## src/vc1rc_pkg.sv

```systemverilog
// Package with offsets, field positions, reset values and timing counts of the channel control block.
package vc1rc_pkg;
   localparam logic [11:0] VC1RC_CTRL_OFFSET    = 12'h170;
   localparam logic [11:0] VC1RC_STATUS_OFFSET  = 12'h174;
   localparam logic [31:0] VC1RC_CTRL_RESET     = 32'h0100_0000;
   localparam int          VC1RC_EN_BIT         = 31;
   localparam int          VC1RC_ID_LSB         = 24;
   localparam int          VC1RC_SEL_LSB        = 17;
   localparam int          VC1RC_LOAD_BIT       = 16;
   localparam int          VC1RC_PEND_BIT       = 17;
   localparam int          VC1RC_TSTAT_BIT      = 16;
   localparam logic [2:0]  VC1RC_ID_RESET       = 3'h1;
   localparam logic [2:0]  VC1RC_SEL_RR         = 3'h0;
   localparam logic [2:0]  VC1RC_SEL_TWRR128    = 3'h4;
   localparam logic [7:0]  VC1RC_MAP_RESET      = 8'h00;
   localparam logic [7:0]  VC1RC_MAP_WMASK      = 8'hfe;
   localparam int          VC1RC_NEG_CYCLES     = 16;
   localparam int          VC1RC_LOAD_CYCLES    = 4;
endpackage

```

## src/vc1rc_control.sv

```systemverilog
// Control register of the second virtual channel, on the configuration access port.
//
// Contract
// - Writing one to channel enable starts negotiation and raises negotiation pending.
// - Channel enable is read/write and resets cleared.
// - Channel identifier resets to 001b and is rewritable.
// - Arbitration scheme select is read/write and names a capability bit position.
// - Select 000 is fixed round-robin at reset; 100 is time-based WRR 128.
// - Writing one to load-table copies programmed entries into active tables.
// - Load-table bit is a trigger and always reads zero.
// - Traffic class map has one bit per class; one means carried here.
// - Traffic class zero map bit is read-only zero; bits one to seven writable.
// - Traffic class map resets to all zeros.
// - Reserved ranges read zero and ignore writes.
// - Register sits at offset 170h and resets to 0100 0000h.
// - Negotiation pending stays set while negotiation is in progress.
// - Table status clears when a requested table load completes.
module vc1rc_control
   import vc1rc_pkg::*;
(
   input  wire logic        clk,
   input  wire logic        resetn,
   input  wire logic        cfg_write,
   input  wire logic        cfg_read,
   input  wire logic [11:0] cfg_addr,
   input  wire logic [3:0]  cfg_byte_en,
   input  wire logic [31:0] cfg_wdata,
   output logic [31:0]      cfg_rdata,
   output logic             cfg_ack,
   input  wire logic        table_modified,
   output logic             channel_enable,
   output logic [2:0]       channel_identifier,
   output logic [2:0]       arbitration_scheme_select,
   output logic [7:0]       traffic_class_map,
   output logic             negotiation_pending,
   output logic             table_status,
   output logic             table_load_strobe
);

   // Requests are taken on one edge and answered on the next; back-to-back requests are allowed.
   // State of the block: writable fields, the table status flag, the two trigger pulses, the acknowledge and the read data.
   typedef struct packed {
      logic        enable;
      logic [2:0]  ident;
      logic [2:0]  sel;
      logic [7:0]  map;
      logic        tstat;
      logic        load;
      logic        neg_start;
      logic        ack;
      logic [31:0] rdata;
   } vc1rc_state_t;

   vc1rc_state_t s_q;
   vc1rc_state_t s_d;
   // Timer outputs, decode hits and the read views of the two words.
   logic         neg_busy;
   logic         load_done;
   logic         hit_ctrl;
   logic         hit_stat;
   logic [31:0]  ctrl_view;
   logic [31:0]  stat_view;

   // Qualified requests, byte lanes and field slices of the write data.
   logic         wr_ctrl;
   logic         rd_ctrl;
   logic         rd_stat;
   logic         wr_lane3;
   logic         wr_lane2;
   logic         wr_lane0;
   logic         wr_enable;
   logic         wr_load;
   logic [2:0]   wr_ident;
   logic [2:0]   wr_sel;
   logic [7:0]   wr_map;

   // Address decode of the two registers.
   always_comb begin
      hit_ctrl = 1'b0;
      hit_stat = 1'b0;
      if (cfg_addr == VC1RC_CTRL_OFFSET) begin
         hit_ctrl = 1'b1;
      end else if (cfg_addr == VC1RC_STATUS_OFFSET) begin
         hit_stat = 1'b1;
      end
   end

   // Read views of the control word and the status word; every unlisted bit stays zero.
   // reserved read zero
   always_comb begin
      ctrl_view = '0;
      ctrl_view[VC1RC_EN_BIT] = s_q.enable;
      ctrl_view[VC1RC_ID_LSB +: 3] = s_q.ident;
      ctrl_view[VC1RC_SEL_LSB +: 3] = s_q.sel;
      ctrl_view[7:0] = s_q.map;
      // Status word: pending and table status in the upper half.
      stat_view = '0;
      stat_view[VC1RC_PEND_BIT] = neg_busy;
      stat_view[VC1RC_TSTAT_BIT] = s_q.tstat;
   end

   // Access qualifiers: which register a request hits and which byte lanes a write carries.
   always_comb begin
      wr_ctrl  = cfg_write & hit_ctrl;
      rd_ctrl  = cfg_read & hit_ctrl;
      rd_stat  = cfg_read & hit_stat;
      wr_lane3 = wr_ctrl & cfg_byte_en[3];
      wr_lane2 = wr_ctrl & cfg_byte_en[2];
      wr_lane0 = wr_ctrl & cfg_byte_en[0];
   end

   // Field slices of the write data, with the fixed class zero bit masked off.
   // class zero fixed
   always_comb begin
      wr_enable = cfg_wdata[VC1RC_EN_BIT];
      wr_ident  = cfg_wdata[VC1RC_ID_LSB +: 3];
      wr_sel    = cfg_wdata[VC1RC_SEL_LSB +: 3];
      wr_load   = cfg_wdata[VC1RC_LOAD_BIT];
      wr_map    = cfg_wdata[7:0] & VC1RC_MAP_WMASK;
   end

   // Register update for writes, triggers and read data.
   always_comb begin
      s_d           = s_q;
      s_d.load      = 1'b0;
      s_d.neg_start = 1'b0;
      // Every request is acknowledged one cycle later, mapped or not.
      s_d.ack       = cfg_write | cfg_read;
      // Read data is captured on a read only and holds until the next one.
      if (rd_ctrl) begin
         s_d.rdata = ctrl_view;
      end else if (rd_stat) begin
         s_d.rdata = stat_view;
      end else if (cfg_read) begin
         s_d.rdata = '0; // Unmapped offsets read as zero.
      end

      // Lane one holds only reserved bits, so it changes nothing.
      // fields written independently
      if (wr_lane3) begin
         s_d.enable = wr_enable;
         s_d.neg_start = wr_enable;
         s_d.ident = wr_ident;
      end
      if (wr_lane2) begin
         s_d.sel = wr_sel;
         s_d.load = wr_load;
      end
      if (wr_lane0) begin
         s_d.map = wr_map;
      end

      // A modification in the cycle of the clear wins, so no table change is lost.
      // clear on load completion
      if (load_done) begin
         s_d.tstat = 1'b0;
      end
      if (table_modified) begin
         s_d.tstat = 1'b1;
      end
   end

   // Synchronous reset loads the documented values; triggers, acknowledge and read data clear.
   // reset to documented value
   always_ff @(posedge clk) begin
      if (!resetn) begin
         s_q        <= '0;
         s_q.enable <= VC1RC_CTRL_RESET[VC1RC_EN_BIT];
         s_q.ident  <= VC1RC_ID_RESET;
         s_q.sel    <= VC1RC_SEL_RR;
         s_q.map    <= VC1RC_MAP_RESET;
      end else begin
         s_q <= s_d;
      end
   end

   // The negotiation itself lies outside this block; a fixed busy window stands in for it,
   // and a second enable write while the window runs starts it over.
   // pending while negotiating
   vc1rc_pulse_timer #(
      .CYCLES (VC1RC_NEG_CYCLES)
   ) u_neg_timer (
      .clk    (clk),
      .resetn (resetn),
      .start  (s_q.neg_start),
      .busy   (neg_busy),
      .done   ()
   );

   // Table load takes a few cycles to copy the entries.
   // A new load request during a copy restarts it; the status flag clears when the last copy ends.
   vc1rc_pulse_timer #(
      .CYCLES (VC1RC_LOAD_CYCLES)
   ) u_load_timer (
      .clk    (clk),
      .resetn (resetn),
      .start  (s_q.load),
      .busy   (),
      .done   (load_done)
   );

   // Outputs come straight from the state register or, for pending, the negotiation timer register, so every data output is a flip-flop.
   // one bit per class
   assign traffic_class_map         = s_q.map;
   assign channel_enable            = s_q.enable;
   assign channel_identifier        = s_q.ident;
   assign arbitration_scheme_select = s_q.sel;
   assign negotiation_pending       = neg_busy;
   assign table_status              = s_q.tstat;
   assign table_load_strobe         = s_q.load;
   assign cfg_rdata                 = s_q.rdata;
   assign cfg_ack                   = s_q.ack;
endmodule

```

## src/vc1rc_pulse_timer.sv

```systemverilog
// Small busy timer: a start pulse holds busy for a fixed number of cycles.
module vc1rc_pulse_timer
   import vc1rc_pkg::*;
#(
   parameter int CYCLES = 4
) (
   input  wire logic clk,
   input  wire logic resetn,
   input  wire logic start,
   output logic      busy,
   output logic      done
);
   typedef struct packed {
      logic [7:0] count;
      logic       busy;
      logic       done;
   } vc1rc_tmr_t;

   vc1rc_tmr_t s_q;
   vc1rc_tmr_t s_d;

   // Counts down while busy; a new start restarts the count.
   always_comb begin
      s_d      = s_q;
      s_d.done = 1'b0;
      if (start) begin
         s_d.busy  = 1'b1;
         s_d.count = 8'(CYCLES - 1);
      end else if (s_q.busy) begin
         if (s_q.count == 8'h00) begin
            s_d.busy = 1'b0;
            s_d.done = 1'b1;
         end else begin
            s_d.count = s_q.count - 8'h01;
         end
      end
   end

   // State register with synchronous reset.
   always_ff @(posedge clk) begin
      if (!resetn) begin
         s_q <= '0;
      end else begin
         s_q <= s_d;
      end
   end

   assign busy = s_q.busy;
   assign done = s_q.done;
endmodule

```

## config.mk

```make
export PLATFORM = sky130hd
export DESIGN_NAME = vc1rc_control
export DESIGN_NICKNAME = d
export VERILOG_FILES = /design/src/vc1rc_pkg.sv /design/src/vc1rc_control.sv /design/src/vc1rc_pulse_timer.sv
export SDC_FILE = /design/constraint.sdc
export NUM_CORES = 1
export LEC_CHECK = 0
export ABC_CLOCK_PERIOD_IN_PS = 5500
export BUFFER_PORTS_ARGS = -buffer_cell sky130_fd_sc_hd__buf_4
export CAP_MARGIN = 20
export CORE_MARGIN = 2
export CORE_UTILIZATION = 50
export DETAILED_ROUTE_END_ITERATION = 6
export GPL_TIMING_DRIVEN = 1
export PLACE_DENSITY_LB_ADDON = 0.12
export SYNTH_ARGS = -nofsm -noshare
export SYNTH_HDL_FRONTEND = slang
export SYNTH_SLANG_ARGS = --single-unit
```

## constraint.sdc

```tcl
create_clock -name clk -period 5.5 [get_ports clk]
set_input_delay 1.1 -clock clk [delete_from_list [all_inputs] [get_ports clk]]
set_output_delay 1.1 -clock clk [all_outputs]
set_load 0.02 [all_outputs]
```

==> metrics.sh <==
RUN_STATUS='complete, no violations'
HOLDPATHEND='cfg_rdata[17]'
FINAL_HOLD_VIOL_COUNT=0
POWER_DENSITY_OVER_CELL_AREA_nW_PER_UM2=225
MAXCLOCKFREQUENCY_MHz=384
AVGVIACOUNTPERCELL=5.00
MOST-COMMON-LAYOUT-CELLS='sky130_fd_sc_hd__buf_4, sky130_fd_sc_hd__dfxtp_1, sky130_fd_sc_hd__mux2i_1, sky130_fd_sc_hd__conb_1, sky130_fd_sc_hd__nor2b_1'
AREA.SEQUENTIAL_UM2=1040
GRT_FIRST_PASS_WIRELENGTH_MM=7.45
ASYNC_RESET_FF_FRAC=0
CTS-BUFFERS-INSERTED=5
FP-ROW-COUNT=24
SYNTH_WARNINGS=0
NUMBER_OF_GLOBAL_ROUTE_VIAS_BEFORE_REPAIR=1592
MIN-DELAY-START='cfg_rdata[17]'
CORE-AREA_UM2=4410
CTSROOTBUFFERMASTER='sky130_fd_sc_hd__clkbuf_8'
WORST_SETUP_PATH_START_KIND='input port'
HOLDPATHSTAGES=2
CLOCK_PIN_SLEW_REPORTED_FOR_THE_WORST_SETUP_AND_HOLD_PATHS_AFTER_CLOCK_TREE_SYNTHESIS_PS=90
DIE_WIDTH_UM=72.1
LAYOUTNONFILLERINSTCOUNT=345
UTILIZATION=0.649
DOMINANTREGCELLSYNTH='sky130_fd_sc_hd__dfxtp_1'
MAX-VDD-IR-DROP_mV=0.153
REMAINING_NUMBER_OF_NETS_FLAGGED_BY_THE_ANTENNA_CHECK_AFTER_ROUTING=0
FINAL.PERIOD_UTILIZATION=0.474
CRIT-REG2REG-LAUNCH='u_neg_timer.s_q[2]'
CRIT_ARRIVAL_PS=2850
SETUP_TNS_PS=0
CTS_REPAIR_RESIZE_COUNT=0
SYNTH-EDFF-COUNT=0
CLOCK-SINKS=52
MOSTFREQUENTLAYOUTCELL='sky130_fd_sc_hd__buf_4'
SETUP_VIOLATORS_FINAL=0
SEQUENTIAL_TO_TOTAL_AREA_SHARE_FROM_YOSYS_STAT=0.449
INITIAL_CORE_UTIL=0.525
WL_PER_CELL_UM=13.0
SYNTH.AVG_CELL_AREA_UM2=10.3
FINAL_PERIOD_MINUS_WORST_SETUP_SLACK_PS=2610
CRITPATHMAXFANOUT=13
SYNTH_CELLS=225
SYNTHESIS.AREA_UM2=2320
MAX-SLEW-MARGIN-REL=0.456
STATIC-LEAKAGE-POWER_nW=1.22
REMAINING_DRC_ERRORS=0
HOLDCRITPATHCLASS='register to register'
DIODES=0
CLOCK_TREE.HTREE_LEVEL_COUNT=2
LIBRARY_CELL_WITH_THE_LARGEST_SUMMED_AREA_AFTER_SYNTHESIS='sky130_fd_sc_hd__dfxtp_1'
PORT_BUFFER_CELLS=67
MAXIMUM_NUMBER_OF_PINS_ON_ONE_NET_BEFORE_GLOBAL_ROUTE_REPAIR=31
WORST-SETUP-PATH-TYPE='input port to register'
WORST_SKEW_PAIR.LATE_LATENCY_PS=300
MULTIINPUTGATEAREA_UM2=1140
VIAS=1726
RRSETUPSLACK_PS=3670
WORSTPATHREQUIRED_PS=5750
DIEAREA_UM2=5190
SYNTH_CELL_TYPE_COUNT=44
NUMBER_OF_MAX_CAPACITANCE_VIOLATIONS_REPORTED=0
FILLER_CELL_COUNT=379
HOLDBUFCOUNTCTS=0
FIN_SKEW_PS=4.50
SYNTH_TOP_CELL_AREA_SHARE=0.449
CTSLONGESTPATHBUFFERS=2
PLACE.DETAILED.INSTANCES=336
GP_CONGESTION=0.787
SETUP.WORST_PATH.END_CLASS='register'
AREA_GROWTH_FROM_SYNTHESIS_TO_LAYOUT_PCT=23.7
FIN_NETS=349
POSTCTSSETUPREPAIRBUFS=0
BOUNDARYPINS=104
TRITONCTS='built'
POSTROUTEWIRELENGTH_MM=4.49
MAX_SLEW.WORST_PIN.SLEW_PS=809
GLOBALROUTETOTALUTIL=0.182
FIN_WORST_HOLD_SLACK_PS=457
WORSTREGTOREGCELLS=6
HPWL_MM=3.40
GR-TOTAL-OVERFLOW=0
GRT_SETUP_UNREPAIRED='false'
DETAILEDROUTE.FIRSTPASSITERATIONCOUNT=4
DRT_ITER0_DRC=73
DIE_H_UM=72.1
FINAL_MAX_SLEW_VIOL_COUNT=0
LARGEST_CELLS_BY_AREA_AFTER_SYNTHESIS='sky130_fd_sc_hd__dfxtp_1, sky130_fd_sc_hd__mux2i_1, sky130_fd_sc_hd__buf_4'
YOSYS_REGISTER_BITS=52
REGTOREGENDPOINT='u_neg_timer.s_q[2]'
POST_ROUTE_CELLS_DRIVE_ABOVE_1_SHARE=0.280
ANTENNA_FOUND_INITIAL=0
-- metrics by stage --
step / cell area [um^2] / setup WS, ps / total power, mW
global route: 2870 / 2810 / 0.675
finish: 2870 / 2890 / 0.645
floorplan: 2380 / 2800 / 0.421
global placement: 2770 / 2580 / 0.434
detailed placement: 2770 / 2550 / 0.434
CTS: 2860 / 2870 / 0.653
-- kinds of logic after synthesis --
group,synth area share
flops,0.449
xor+xnor,0.0340
simple gates,0.204
compound gates,0.124
other cells,0.00162
buf+inv,0.0875
mux,0.0778
fa+ha+maj,0.0216
-- state kept, by name (all words and copies together), names as in the netlist --
register,count
table_status,1
cfg_rdata,15
channel_enable,1
s_q,1
table_load_strobe,1
u_load_timer.done,1
cfg_ack,1
channel_identifier,3
u_load_timer.s_q,8
arbitration_scheme_select,3
u_neg_timer.busy,1
u_neg_timer.s_q,8
traffic_class_map,7
u_load_timer.busy,1
-- critical path, stage by stage --
cell                     delay, ps
sky130_fd_sc_hd__buf_4         110
sky130_fd_sc_hd__or4b_4        610
sky130_fd_sc_hd__or4_4         550
sky130_fd_sc_hd__nor2_4        300
sky130_fd_sc_hd__a22o_1        190
-- worst max path at each step --
stage	from	end	slack, ps	cells after the start
global placement	cfg_addr[1]	cfg_rdata[25]	2580	5
floorplan	cfg_addr[1]	cfg_rdata[18]	2800	6
detailed placement	cfg_addr[1]	cfg_rdata[31]	2550	5
global route	cfg_addr[1]	traffic_class_map[2]	2810	5
finish	cfg_addr[1]	cfg_rdata[7]	2890	5
CTS	cfg_addr[1]	cfg_rdata[31]	2870	5
-- layout make-up --
type	count	area share
clock buffers	8	0.0314
inverters	6	0.00786
multi-input cells	159	0.397
flip-flops and latches	52	0.363
well taps	52	0.0227
repair buffers	68	0.178
-- cells in the mapped netlist (3+ instances only) --
cell and n:
sky130_fd_sc_hd__clkbuf_1 4, sky130_fd_sc_hd__a22o_1 13, sky130_fd_sc_hd__a21oi_1 4, sky130_fd_sc_hd__ha_1 4
sky130_fd_sc_hd__nor4_4 3, sky130_fd_sc_hd__o21a_1 10, sky130_fd_sc_hd__buf_4 18, sky130_fd_sc_hd__nor4_1 3
sky130_fd_sc_hd__xor2_1 4, sky130_fd_sc_hd__nand2b_1 3, sky130_fd_sc_hd__nor3b_1 3, sky130_fd_sc_hd__inv_1 6
sky130_fd_sc_hd__nand3b_1 3, sky130_fd_sc_hd__nor2b_1 16, sky130_fd_sc_hd__xnor2_1 5, sky130_fd_sc_hd__nand2_1 14
sky130_fd_sc_hd__dfxtp_1 52, sky130_fd_sc_hd__nor2_1 10, sky130_fd_sc_hd__mux2i_1 18
-- routing by layer --
metal,global-route usage,routed length (um),up-vias
met5,0,0,-
met4,0.0566,56,0
met3,0.0472,256,6
met2,0.303,2250,47
met1,0.232,1930,790
li1,-,-,883
-- power by group --
group,leakage [nW],switching (mW),internal [mW]
clock,0.0455,0.116,0.103
combinational,0.755,0.0264,0.0215
sequential,0.419,0.000609,0.377
total,1.22,0.143,0.501
Note: power is estimated with default switching activity, not from simulation.
